**config.mk**
```make
export PLATFORM = sky130hd
export DESIGN_NAME = dual_gain_amp_register_bank
export DESIGN_NICKNAME = d
export VERILOG_FILES = /design/src/dual_gain_amp_register_bank.v
export VERILOG_INCLUDE_DIRS = /design/src /design/src/src
export SDC_FILE = /design/constraint.sdc
export NUM_CORES = 1
export LEC_CHECK = 0
export CAP_MARGIN = 20
export CORE_MARGIN = 5
export CORE_UTILIZATION = 57
export CTS_CLUSTER_SIZE = 28
export DETAILED_ROUTE_END_ITERATION = 8
export DONT_BUFFER_PORTS = 1
export PLACE_DENSITY = 0.76
export SYNTH_ARGS = -nofsm -noshare
export SYNTH_HDL_FRONTEND = slang
export SYNTH_SLANG_ARGS = --single-unit
```
**constraint.sdc**
```tcl
create_clock -name ref_clk -period 2.4 [get_ports ref_clk]
set_clock_uncertainty 0.1 [all_clocks]
set_input_delay 0.48 -clock ref_clk [delete_from_list [all_inputs] [get_ports ref_clk]]
set_output_delay 0.48 -clock ref_clk [all_outputs]
set_load 0.03 [all_outputs]
```
**src/dual_gain_amp_regs.vh**
```
// Notes on behaviour
// Independent gain per channel, -9 to 30 dB in 1 dB steps, at 5h/7h.
// Gain code zero gives the maximum gain of 30 dB.
// Gain code 27h gives -9 dB; each code step lowers gain by 1 dB.
// Both gain registers are read/write and reset to 14h, a 10 dB gain.
// Bias registers at 4h and 6h are read/write and reset to 20h.
// Reset loads defaults; soft reset at 2 and power-down at 3 read 00h.
// A serial host writes and reads every configuration register over the serial bus.
// Revision and product codes at 0 and 1 are read-only; writes are ignored.
`ifndef DUAL_GAIN_AMP_REGS_VH
`define DUAL_GAIN_AMP_REGS_VH

// Register addresses, seven bits wide
`define ADDR_W 7
`define ADDR_REVISION_CODE 7'h00
`define ADDR_PRODUCT_CODE 7'h01
`define ADDR_SOFT_RESET_CTRL 7'h02
`define ADDR_POWER_DOWN_CTRL 7'h03
`define ADDR_FIRST_CHANNEL_BIAS 7'h04
`define ADDR_FIRST_CHANNEL_GAIN 7'h05
`define ADDR_SECOND_CHANNEL_BIAS 7'h06
`define ADDR_SECOND_CHANNEL_GAIN 7'h07

// Reset values
`define RST_SOFT_RESET_CTRL 8'h00
`define RST_POWER_DOWN_CTRL 8'h00
`define RST_CHANNEL_BIAS 8'h20
`define RST_CHANNEL_GAIN 8'h14
`define RST_GAIN_DB 8'h0A

// Gain law: code 0 is the top of the range, one decibel per code step
`define GAIN_CODE_MAX 8'h27
`define GAIN_DB_TOP 8'sh1E
`define GAIN_DB_BOTTOM 8'shF7

// Serial frame: read flag, seven address bits, eight data bits
`define FRAME_BITS 16
`define FRAME_RW_BIT 15
`define FRAME_ADDR_MSB 14
`define FRAME_ADDR_LSB 8
`define FRAME_DATA_MSB 7
`define FRAME_HEAD_BITS 8
`define BIT_CNT_W 5

`endif

```
**src/dual_gain_amp_register_bank.v**
```verilog
`timescale 1ns/1ps
`include "dual_gain_amp_regs.vh"

module dual_gain_amp_register_bank
#(
   parameter [7:0] REVISION_VALUE = 8'h5A, // Arbitrary value
   parameter [7:0] PRODUCT_VALUE = 8'hA5, // Arbitrary value
   parameter CHANNELS = 2
)
(
   // Clock, reset, enable
   input wire ref_clk,
   input wire resetn,
   input wire clk_en,
   // Serial programming port
   input wire sclk,
   input wire sen_n,
   input wire sdi,
   output reg sdo,
   output wire sdo_oe,
   // Configuration towards the amplifier
   output wire [7:0] soft_reset_code,
   output wire [7:0] power_down_code,
   output wire [7:0] first_bias_code,
   output wire [7:0] first_gain_code,
   output wire [7:0] second_bias_code,
   output wire [7:0] second_gain_code,
   // Gain in decibels, two's complement, per channel
   output wire [7:0] first_gain_db,
   output wire [7:0] second_gain_db,
   // Frame status
   output reg write_done
);

   // Code to decibels; codes past the bottom of the range hold at -9 dB
   function [7:0] code_to_db;
      input [7:0] code;
      begin
         if (code > `GAIN_CODE_MAX)
         begin
            code_to_db = `GAIN_DB_BOTTOM;
         end
         else
         begin
            code_to_db = `GAIN_DB_TOP - code;
         end
      end
   endfunction

   // Write strobe for one address; shared by every writable register
   function wr_hit;
      input strobe;
      input [`ADDR_W-1:0] addr;
      input [`ADDR_W-1:0] target;
      begin
         wr_hit = strobe && (addr == target);
      end
   endfunction

   // Register file contents; index 0 is the first channel
   reg [7:0] soft_reset_r;
   reg [7:0] power_down_r;
   reg [7:0] bias_r [0:CHANNELS-1];
   reg [7:0] gain_r [0:CHANNELS-1];
   reg [7:0] gain_db_r [0:CHANNELS-1];

   // Serial engine state
   reg sclk_d_r;
   reg [`BIT_CNT_W-1:0] bit_cnt_r;
   reg [`FRAME_BITS-2:0] shift_r;
   reg is_read_r;
   reg [7:0] rd_shift_r;
   reg frame_on_r;

   wire sclk_rise;
   wire [`FRAME_BITS-1:0] frame_word;
   wire [`ADDR_W-1:0] head_addr;
   wire [`ADDR_W-1:0] wr_addr;
   wire [7:0] wr_data;
   wire head_done;
   wire frame_done;
   reg [7:0] rd_data;

   // Inputs are synchronous to ref_clk, so a delayed copy finds the edge
   assign sclk_rise = sclk & ~sclk_d_r & ~sen_n;

   // Word as it stands once the current bit is shifted in
   assign frame_word = {shift_r, sdi};
   assign head_addr = frame_word[`ADDR_W-1:0];
   assign wr_addr = frame_word[`FRAME_ADDR_MSB:`FRAME_ADDR_LSB];
   assign wr_data = frame_word[`FRAME_DATA_MSB:0];
   assign head_done = sclk_rise && (bit_cnt_r == `FRAME_HEAD_BITS - 1);
   assign frame_done = sclk_rise && (bit_cnt_r == `FRAME_BITS - 1);

   // One register per frame; there is no address auto-increment
   // Read mux; unmapped addresses read as zero
   always @*
   begin
      case (head_addr)
         `ADDR_REVISION_CODE: rd_data = REVISION_VALUE;
         `ADDR_PRODUCT_CODE: rd_data = PRODUCT_VALUE;
         `ADDR_SOFT_RESET_CTRL: rd_data = soft_reset_r;
         `ADDR_POWER_DOWN_CTRL: rd_data = power_down_r;
         `ADDR_FIRST_CHANNEL_BIAS: rd_data = bias_r[0];
         `ADDR_FIRST_CHANNEL_GAIN: rd_data = gain_r[0];
         `ADDR_SECOND_CHANNEL_BIAS: rd_data = bias_r[1];
         `ADDR_SECOND_CHANNEL_GAIN: rd_data = gain_r[1];
         default: rd_data = 8'h00;
      endcase
   end

   // The data bit leaves only in the data phase of a read frame
   assign sdo_oe = frame_on_r & is_read_r & ~sen_n;

   // Next state of the bit counter and frame flags
   reg [`BIT_CNT_W-1:0] bit_cnt_nxt;
   reg is_read_nxt;
   reg frame_on_nxt;

   always @*
   begin
      bit_cnt_nxt = bit_cnt_r;
      is_read_nxt = is_read_r;
      frame_on_nxt = frame_on_r;
      if (sen_n)
      begin
         // Deselect aborts a short frame so a half-written word never lands
         bit_cnt_nxt = {`BIT_CNT_W{1'b0}};
         is_read_nxt = 1'b0;
         frame_on_nxt = 1'b0;
      end
      else if (sclk_rise)
      begin
         if (bit_cnt_r == {`BIT_CNT_W{1'b0}})
         begin
            is_read_nxt = sdi;
         end
         if (head_done)
         begin
            frame_on_nxt = 1'b1;
         end
         if (frame_done)
         begin
            // Further clocks in the same select are ignored
            frame_on_nxt = 1'b0;
            is_read_nxt = 1'b0;
         end
         // Counter parks at a full frame so extra clocks cannot wrap it
         if (bit_cnt_r != `FRAME_BITS)
         begin
            bit_cnt_nxt = bit_cnt_r + 1'b1;
         end
      end
   end

   // Bit counter and input shifter
   always @(posedge ref_clk or negedge resetn)
   begin
      if (!resetn)
      begin
         sclk_d_r <= 1'b0;
         bit_cnt_r <= {`BIT_CNT_W{1'b0}};
         shift_r <= {(`FRAME_BITS-1){1'b0}};
         is_read_r <= 1'b0;
         frame_on_r <= 1'b0;
      end
      else if (clk_en)
      begin
         sclk_d_r <= sclk;
         bit_cnt_r <= bit_cnt_nxt;
         is_read_r <= is_read_nxt;
         frame_on_r <= frame_on_nxt;
         if (sclk_rise)
         begin
            shift_r <= frame_word[`FRAME_BITS-2:0];
         end
      end
   end

   // Read data: first bit loads with the address, the rest follow each edge
   always @(posedge ref_clk or negedge resetn)
   begin
      if (!resetn)
      begin
         rd_shift_r <= 8'h00;
         sdo <= 1'b0;
      end
      else if (clk_en)
      begin
         if (head_done && is_read_r)
         begin
            sdo <= rd_data[7];
            rd_shift_r <= {rd_data[6:0], 1'b0};
         end
         else if (sclk_rise && frame_on_r)
         begin
            sdo <= rd_shift_r[7];
            rd_shift_r <= {rd_shift_r[6:0], 1'b0};
         end
         else if (sen_n)
         begin
            sdo <= 1'b0;
         end
      end
   end

   // Writes commit on the last bit of a complete write frame
   wire do_write;
   assign do_write = frame_done && !is_read_r && frame_on_r;

   // Next values of the shared control registers
   reg [7:0] soft_reset_nxt;
   reg [7:0] power_down_nxt;

   always @*
   begin
      soft_reset_nxt = soft_reset_r;
      power_down_nxt = power_down_r;
      if (wr_hit(do_write, wr_addr, `ADDR_SOFT_RESET_CTRL))
      begin
         soft_reset_nxt = wr_data;
      end
      if (wr_hit(do_write, wr_addr, `ADDR_POWER_DOWN_CTRL))
      begin
         power_down_nxt = wr_data;
      end
      // Writes to the identity addresses fall through untouched
   end

   always @(posedge ref_clk or negedge resetn)
   begin
      if (!resetn)
      begin
         soft_reset_r <= `RST_SOFT_RESET_CTRL;
         power_down_r <= `RST_POWER_DOWN_CTRL;
         write_done <= 1'b0;
      end
      else if (clk_en)
      begin
         soft_reset_r <= soft_reset_nxt;
         power_down_r <= power_down_nxt;
         write_done <= do_write;
      end
   end

   // Per-channel bias and gain, each channel at its own pair of addresses
   genvar ch;
   generate
      for (ch = 0; ch < CHANNELS; ch = ch + 1)
      begin : chan
         // Offsets worked out wide, then cut to the address width on purpose
         localparam integer BIAS_OFS = `ADDR_FIRST_CHANNEL_BIAS + 2 * ch;
         localparam integer GAIN_OFS = `ADDR_FIRST_CHANNEL_GAIN + 2 * ch;
         localparam [`ADDR_W-1:0] BIAS_ADDR = BIAS_OFS[`ADDR_W-1:0];
         localparam [`ADDR_W-1:0] GAIN_ADDR = GAIN_OFS[`ADDR_W-1:0];

         reg [7:0] bias_nxt;
         reg [7:0] gain_nxt;

         always @*
         begin
            bias_nxt = bias_r[ch];
            gain_nxt = gain_r[ch];
            if (wr_hit(do_write, wr_addr, BIAS_ADDR))
            begin
               bias_nxt = wr_data;
            end
            if (wr_hit(do_write, wr_addr, GAIN_ADDR))
            begin
               gain_nxt = wr_data;
            end
         end

         always @(posedge ref_clk or negedge resetn)
         begin
            if (!resetn)
            begin
               bias_r[ch] <= `RST_CHANNEL_BIAS;
               gain_r[ch] <= `RST_CHANNEL_GAIN;
               gain_db_r[ch] <= `RST_GAIN_DB;
            end
            else if (clk_en)
            begin
               bias_r[ch] <= bias_nxt;
               gain_r[ch] <= gain_nxt;
               // Decibel view trails the code by one cycle
               gain_db_r[ch] <= code_to_db(gain_r[ch]);
            end
         end
      end
   endgenerate

   // Configuration outputs straight from the register flops
   assign soft_reset_code = soft_reset_r;
   assign power_down_code = power_down_r;
   assign first_bias_code = bias_r[0];
   assign first_gain_code = gain_r[0];
   assign second_bias_code = bias_r[1];
   assign second_gain_code = gain_r[1];
   assign first_gain_db = gain_db_r[0];
   assign second_gain_db = gain_db_r[1];

endmodule // dual_gain_amp_register_bank

```
---- Word-level counts from Yosys, hierarchy flattened ----
Index checks and enable logic that the tools add are counted.
cells by class
  bitwise logic cells ..................... 6
  multiplexer cells ....................... 19
  reductions and logical operators ........ 33
  add/subtract/negate cells ............... 3
  equality and inequality tests ........... 16
  $lt $le $gt $ge ......................... 2
operators with widths
  kind                   number
  $pmux W8 S8            1
  $eq A7 B3 Y1 const B   8
  $mux W8                4
  $eq A7 B2 Y1 const B   4
  $reduce_and A2 Y1      9
  $gt A8 B6 Y1 const B   2
  $sub A5 B8 Y8 const A  2
  $mux W5                3
  $logic_and A1 B1 Y1    12
  $mux W1                11
  $reduce_and A3 Y1      3
  $reduce_bool A3 Y1     3
  $eq A7 B1 Y1 const B   1
  $logic_not A7 Y1       1
  $reduce_bool A2 Y1     3
  $add A5 B1 Y5 const B  1
  $eq A5 B3 Y1 const B   1
  $eq A5 B4 Y1 const B   1
  $logic_not A5 Y1       1
  $ne A5 B5 Y1 const B   1
  $and A1 B1 Y1          4
  $not A1 Y1             2
  $logic_not A1 Y1       1
storage, ports and cells
  word-level logic and storage cells ...... 95
  input bits .............................. 6
  register bits ........................... 96

---- Depth between registers and ports, before layout ----
Gate-level depths: netlist (run 1).
  word-level depth ........................ 8
  mapped depth ............................ 8
  gate-level depth less buffers ........... 7

---- Worst setup path after synthesis (run 1) ----
No wires, ideal clock.
  kind .................................... register to register
  start ................................... register bit_cnt_r[0]
  end ..................................... register gain_r, in the netlist first_gain_code[0]
  period minus slack after synthesis ...... 2.236 ns
  cell stages (with the launch flop) ...... 9
  slack ................................... 0.164 ns
  arrival ................................. 2.011 ns
  data required time ...................... 2.175 ns
  cells stage by stage .................... dfrtp_1 ha_1 and3_1 ha_1 nand3b_1 nor3_4 and4b_1 buf_6 mux2_2
on the way
  word-level cells in the longest chain between the ends .. 6
RTL lines
  item                                RTL line                           RTL
  from (decl)                         dual_gain_amp_register_bank.v:69   reg [`BIT_CNT_W-1:0] bit_cnt_r;
  from (signal assigned)              dual_gain_amp_register_bank.v:162  bit_cnt_r <= {`BIT_CNT_W{1'b0}};
  from (signal assigned)              dual_gain_amp_register_bank.v:170  bit_cnt_r <= bit_cnt_nxt;
  $eq A5 B4 Y1                        dual_gain_amp_register_bank.v:93   assign frame_done = sclk_rise && (bit_cnt_r == `FRAME_BITS - 1);
  $logic_and A1 B1 Y1                 dual_gain_amp_register_bank.v:93
  $logic_and A1 B1 Y1 (2 in a row)    dual_gain_amp_register_bank.v:209  assign do_write = frame_done && !is_read_r && frame_on_r;
  $logic_and A1 B1 Y1                 dual_gain_amp_register_bank.v:56   wr_hit = strobe && (addr == target);
  $reduce_and A2 Y1 (no source line)  -
  to (signal, indexed assignment)     dual_gain_amp_register_bank.v:279  gain_r[ch] <= `RST_CHANNEL_GAIN;
  to (signal, indexed assignment)     dual_gain_amp_register_bank.v:285  gain_r[ch] <= gain_nxt;
  to (decl)                           dual_gain_amp_register_bank.v:64   reg [7:0] gain_r [0:CHANNELS-1];
Every way passes these cells.
A chain may end at the register's enable or synchronous reset.

---- Worst setup path in the final report (run 1) ----
  start ................................... register bit_cnt_r[1]
  end ..................................... register soft_reset_r[4] (netlist: soft_reset_code[4])
on the way
  word-level cells in the longest chain between the ends .. 6
RTL lines
  item                                RTL line                           RTL
  $eq A5 B4 Y1                        dual_gain_amp_register_bank.v:93
  $logic_and A1 B1 Y1                 dual_gain_amp_register_bank.v:93
  $logic_and A1 B1 Y1 (2 in a row)    dual_gain_amp_register_bank.v:209
  $logic_and A1 B1 Y1                 dual_gain_amp_register_bank.v:56
  $reduce_and A2 Y1 (no source line)  -
  to (signal assigned)                dual_gain_amp_register_bank.v:234  soft_reset_r <= `RST_SOFT_RESET_CTRL;
  to (signal assigned)                dual_gain_amp_register_bank.v:240  soft_reset_r <= soft_reset_nxt;
  to (decl)                           dual_gain_amp_register_bank.v:61   reg [7:0] soft_reset_r;
Every way passes these cells.

==> results.ini, run 1 <==
[synthesis]
async_flop_share_pct = 100.0
syn_avg_cell_area_sq_um = 11.57
yosys.area_share.simple_pct = 13.18
yosysUniqueCellTypes = 59
ys_dominant_reg_cell = dfrtp_1
synthCells = 393
syn_nets = 406
muxShareOfSynthArea_pct = 16.15
yosys.area.top_type = dfrtp_1
synth_area_sq_um = 4547
synth_edf_count = 0
netlist_top_cells_area = dfrtp_1, mux2_2, dfstp_2
synth_fa_ha_area_share_pct = 1.926
synth-compound-area-share_pct = 11.12
yosysMostFrequentCell = dfrtp_1
yosys_warnings = 0
netlist.area_leader.share_pct = 46.78
synth_xor_area_share_pct = 1.156
ys_top_cells_by_count = dfrtp_1, nand2_1, mux2_2
ys_seq_elements = 95
synth_seq_area_share_pct = 52.56
synth_top_family_by_area = multiplexers

[layout]
syn_to_final_growth_pct = 8.118
finalCoreUtilization_pct = 63.29
nNetsFinal = 404
drive_gt1_share_pct = 26.26
insertedDiodeCount = 0

[sta]
slew_headroom_pct = 62.33
rsz0062_at_grt = no
worstMarginPinSlew_ns = 0.5651
whs_ns = -0.3038
tns_ns = 0
drv_slew = 0
final_min_period_over_clock_period_pct = 93.90
setup_viol = 0
period_minus_slack_ns = 2.254
max_freq_mhz = 443.7
hold_violations = 95

[worst_setup_path]
crit_fanout = 8
crit_family = simple AND/OR/NAND/NOR gates
path_depth = 8
r2r.worst_path.cells = 8
cp.arrival_ns = 2.41
crit_chain = ha_2 > and3_1 > ha_1 > nand3b_1 > nor3_4 > and4bb_1 > buf_4 > mux2_2
criticalPathCategory = reg -> reg
rrSetupSlack_ns = 0.15
worstPathBufferInverterCount = 1
cp-end-kind = flop
cp.required_ns = 2.56
worst_path_max_delay_cell = dfrtp_1
crit_path_start_kind = flop
slowest_delay_ns = 0.39

[cts]
clock-sinks = 95
cts_htree_levels = 3
clk_pin_slew_ns = 0.09
cts_root_buffer = clkbuf_8
tritoncts = built
clockBufferDepth = 2
insertion_delay_ns = 0.37
cts_buffers = 9

[status]
status = finished, violations left
violations = negative hold slack

[die]
initial_core_util_pct = 58.54
chipHeight_um = 99.32
rows = 32
dieArea_sq_um = 9863
coreArea_sq_um = 7767
fp.dieW_um = 99.32
ios = 73

[placement]
io_buffer_count = 0
place.gp.congestion = 0.8597
dp_hpwl_mm = 7.460

[routing]
drc = 0
postRouteAntennaNets = 0
routed_wl_mm = 10.71
wl_per_cell_um = 21.50
drt-initial-drc-count = 229
vias_per_cell = 6.295
dr_total_vias = 3135
firstDrtPassIters = 6

[flow_run]
maxCapViolCount = 0

[power]
power_density_nw_per_um2 = 717.5
leakagePower_uw = 0.002371
peakVddDrop_v = 0.0004111

[global_route]
grt-ovfl-total = 0
grt_pass1_wl_mm = 17.66
grt_max_degree = 96
grt_pass1_vias = 3219
antenna_found_initial = 0
grt_use_total_pct = 22.83

[worst_hold_path]
worstHoldPathType = in -> async

[where the power goes]
group / switching, uW / internal (uW)
clock: 584 / 601
sequential: 220 / 1690
combinational: 231 / 199
[final cells by class]
cell class / count / area, sq um
clock buffer: 9 / 123.9
timing repair buffer: 13 / 97.59
fill: 619 / 2851
inverter: 16 / 60.06
sequential: 95 / 2390
tap: 102 / 127.6
clock inverter: 7 / 103.9
multi-input combinational: 256 / 2013
[layer usage]
| metal | vias up | GRT usage [%] | wire length (um) |
|---|---|---|---|
| met3 | 15 | 8.626 | 852 |
| met4 | 0 | 6.933 | 167 |
| met1 | 1620 | 29.52 | 4399 |
| met5 | - | 0 | 0 |
| met2 | 92 | 35.95 | 5287 |
| li1 | 1408 | - | - |
[logic make-up (layout without fill, tap and decap cells)]
family | Yosys count | after routing
and+or+nand+nor | 111 | 111
DFF | 95 | 95
muxes | 61 | 61
AOI/OAI and AO/OA | 71 | 71
adders and majority gates | 7 | 7
xor gates and xnor gates | 6 | 6
buffers and inverters | 42 | 45
[flip-flops by register name (all words and copies together) (netlist names)]
register / cells
bit_cnt_r: 5
first_bias_code: 8
first_gain_code: 8
first_gain_db: 8
frame_on_r: 1
is_read_r: 1
power_down_code: 8
rd_shift_r: 7
sclk_d_r: 1
sdo: 1
second_bias_code: 8
second_gain_code: 8
second_gain_db: 8
shift_r: 14
soft_reset_code: 8
write_done: 1
[metrics by stage]
step,hold WS [ns],setup slack [ns],instance area (sq um),cells,power (uW)
global placement,0.08831,0.1216,4653,481,2327
floorplan,0.08441,0.1641,4547,393,2219
detailed placement,0.08930,0.03303,4653,481,2349
global route,-0.3385,0.008595,4916,498,3686
finish,-0.3038,0.1463,4916,498,3527
CTS,-0.3173,0.008039,4881,497,3533
[worst paths after layout]
path	startpoint	to
max	bit_cnt_r[1]	soft_reset_code[4]
min	resetn	first_bias_code[7]
max reg2reg	bit_cnt_r[1]	soft_reset_code[4]
min reg2reg	shift_r[13]	shift_r[13]
max in group asynchronous	resetn	second_gain_code[2]
min in group ref_clk	sen_n	frame_on_r
[worst reg2reg max path: cells and delay by family, from the launching register on]
kind | cells | cell delay, ns
muxes | 1 | 0.35
buffers and inverters | 1 | 0.18
and+or+nand+nor | 4 | 0.75
DFF | 1 | 0.39
adders and majority gates | 2 | 0.38
[cell usage in the layout (no fill, tap or decap), drive strengths merged, types with 5 or more instances in the layout]
master,count
nand3,8
mux2,49
a21oi,16
ha,7
o2bb2ai,5
mux4,5
dfrtp,85
nand2,52
buf,13
and3,5
o21ai,13
inv,17
mux2i,7
o21a,5
dfstp,10
clkbuf,9
nor2b,5
nor2,17
[timing repair]
item | in CTS | in global routing
setup buffers | 0 | 1
endpoints found under the hold margin | 95 | 95
resized for setup | 0 | 4
setup endpoints to repair | 0 | 46
(Power assumes the default switching activity.)
==> run 2: changes to the inputs <==
==> constraint.sdc (replaced) <==
create_clock -name ref_clk -period 2.4 [get_ports ref_clk]
set_clock_uncertainty 0.1 [all_clocks]
set_input_delay 0.24 -clock ref_clk [delete_from_list [all_inputs] [get_ports ref_clk]]
set_output_delay 0.24 -clock ref_clk [all_outputs]
set_load 0.03 [all_outputs]
==> run 2 against run 1 <==
Net effect: the run still ends with negative hold slack left; clock power shrank 7%; cell area up 1.1%; cell count grew 1.2%; wire length up 0.41%; fmax shrank 3.2%; power decreased by 1.6%; flip-flop and latch count is the same; via count is 0.35% higher; setup slack got worse by 0.074 ns; critical path depth stayed put; largest power group unchanged.
==> results.ini, run 2 (synthesis results as in run 1) <==
[worst_setup_path]
regToRegEndpoint = soft_reset_code[6]
cp.arrival_ns = 2.48
crit_path_start_kind = flop
cp-end-kind = flop
crit_path_start = bit_cnt_r[0]
worstPathBufferInverterCount = 1
criticalPathCategory = reg -> reg
r2r.worst_path.cells = 8
rrSetupSlack_ns = 0.07
critPathCapture = soft_reset_code[6]
crit_family = simple AND/OR/NAND/NOR gates
path_depth = 8
slowest_delay_ns = 0.42
worst_path_max_delay_cell = dfrtp_1
crit_fanout = 8
cp.required_ns = 2.56
worstReg2RegStart = bit_cnt_r[0]
crit_chain = ha_2 > and3_1 > ha_1 > nand3b_1 > nor3_4 > and4bb_1 > buf_12 > mux2_2

[sta]
hold_violations = 95
final_min_period_over_clock_period_pct = 96.99
rsz0062_at_grt = yes
period_minus_slack_ns = 2.328
setup_slack_ns = 0.07227
whs_ns = -0.5435
setup_viol = 0
max_freq_mhz = 429.6
drv_slew = 0
slew_headroom_pct = 48.60
worstMarginPinSlew_ns = 0.7685

[layout]
drive_gt1_share_pct = 25.87
finalCoreUtilization_pct = 63.97
layout_common_cells = dfrtp_1, nand2_1, mux2_2, nor2_1, a21oi_1
largest_reg_flops = 14
nNetsFinal = 410
syn_to_final_growth_pct = 9.274
layout_commonest_cell = dfrtp_1
insertedDiodeCount = 0
regMostFlops = shift_r

[cts]
cts_htree_levels = 3
clockBufferDepth = 2
clock-sinks = 95
cts_root_buffer = clkbuf_8
cts_buffers = 9
tritoncts = built
insertion_delay_ns = 0.37
clk_pin_slew_ns = 0.09
cts_hold_buf = 5

[placement]
place_ws_ns = -0.006879
io_buffer_count = 0
dp_hpwl_mm = 7.351
place.gp.congestion = 0.8573

[power]
power_density_nw_per_um2 = 698.3
peakVddDrop_v = 0.0003834
leakagePower_uw = 0.002397

[die]
ios = 73
dieArea_sq_um = 9863
initial_core_util_pct = 58.54
coreArea_sq_um = 7767
fp.dieW_um = 99.32
chipHeight_um = 99.32
rows = 32

[status]
violations = negative hold slack
status = finished, violations left

[routing]
firstDrtPassIters = 4
wl_per_cell_um = 21.33
postRouteAntennaNets = 0
dr_total_vias = 3146
drt-initial-drc-count = 308
vias_per_cell = 6.242
drc = 0
routed_wl_mm = 10.75

[global_route]
grt_use_total_pct = 23.04
grt-ovfl-total = 0
grt_pass1_vias = 3223
grt_pass1_wl_mm = 17.72
antenna_found_initial = 0
grt_max_degree = 96

[worst_hold_path]
worstHoldPathType = in -> async

[flow_run]
maxCapViolCount = 0

-- run 2: changes by cell type in the layout (fill, tap and decap cells not counted) --
cell	change
inv_6	-2
bufinv_16	-1
clkinv_4	+2
clkbuf_1	+1
buf_12	+1
clkbuf_8	+2
dlygate4sd3_1	+5
clkinvlp_4	-1
inv_8	-1
-- run 2: timing repair --
| action | 4_1_cts | 5_1_grt |
|---|---|---|
| pin swaps | 0 | 1 |
| hold endpoints to repair | 123 | 95 |
| buffers inserted | 0 | 2 |
| resized for setup | 2 | 2 |
| endpoints found under the setup margin | 12 | 46 |
-- run 2: layout make-up --
cell class              count  area (sq um)
fillers                   623          2799
clock inverters             4         55.05
flip-flops and latches     95          2390
multi-input cells         256          2013
clock buffers              12         155.1
inverters                  16         60.06
well taps                 102         127.6
repair buffers             19         167.7
-- run 2: worst min-delay path by stage --
stage,slack [ns],cells after the start,endpoint
6_report,-0.54,0,bit_cnt_r[1]
5_1_grt,-0.56,0,first_gain_db[7]
4_1_cts,-0.56,0,first_gain_db[7]
3_5_place_dp,-0.15,0,bit_cnt_r[3]
3_3_place_gp,-0.15,0,bit_cnt_r[1]
2_1_floorplan,-0.16,0,bit_cnt_r[0]
-- run 2: worst register-to-register path: stages, from the launching register on --
cell and delay, ns:
dfrtp_1 0.42, ha_2 0.22, and3_1 0.16, ha_1 0.18, nand3b_1 0.15, nor3_4 0.24
and4bb_1 0.29, buf_12 0.14, mux2_2 0.33
-- run 2: per-stage QoR --
step / total power (uW) / setup TNS [ns] / hold slack [ns] / area [sq um] / instances
finish: 3470 / 0 / -0.5435 / 4969 / 504
global placement: 2331 / 0 / -0.1518 / 4666 / 481
global route: 3615 / -0.2220 / -0.5631 / 4969 / 504
detailed placement: 2349 / -0.006879 / -0.1516 / 4666 / 481
floorplan: 2219 / 0 / -0.1556 / 4547 / 393
CTS: 3457 / 0 / -0.5565 / 4943 / 502
-- run 2: per-layer routing --
layer | track usage [%] | wire length (um)
met3 | 5.820 | 860
met2 | 36.67 | 5250
met4 | 8.718 | 159
met5 | 0 | 0
met1 | 30.57 | 4480
-- run 2: where the power goes --
| group | leakage, uW | switching (uW) | internal (uW) | total [uW] |
|---|---|---|---|---|
| registers | 0.00124 | 223 | 1690 | 1910 |
| logic | 0.00105 | 238 | 213 | 451 |
| clock network | 0.000103 | 561 | 543 | 1100 |
| total | 0.00240 | 1020 | 2450 | 3470 |
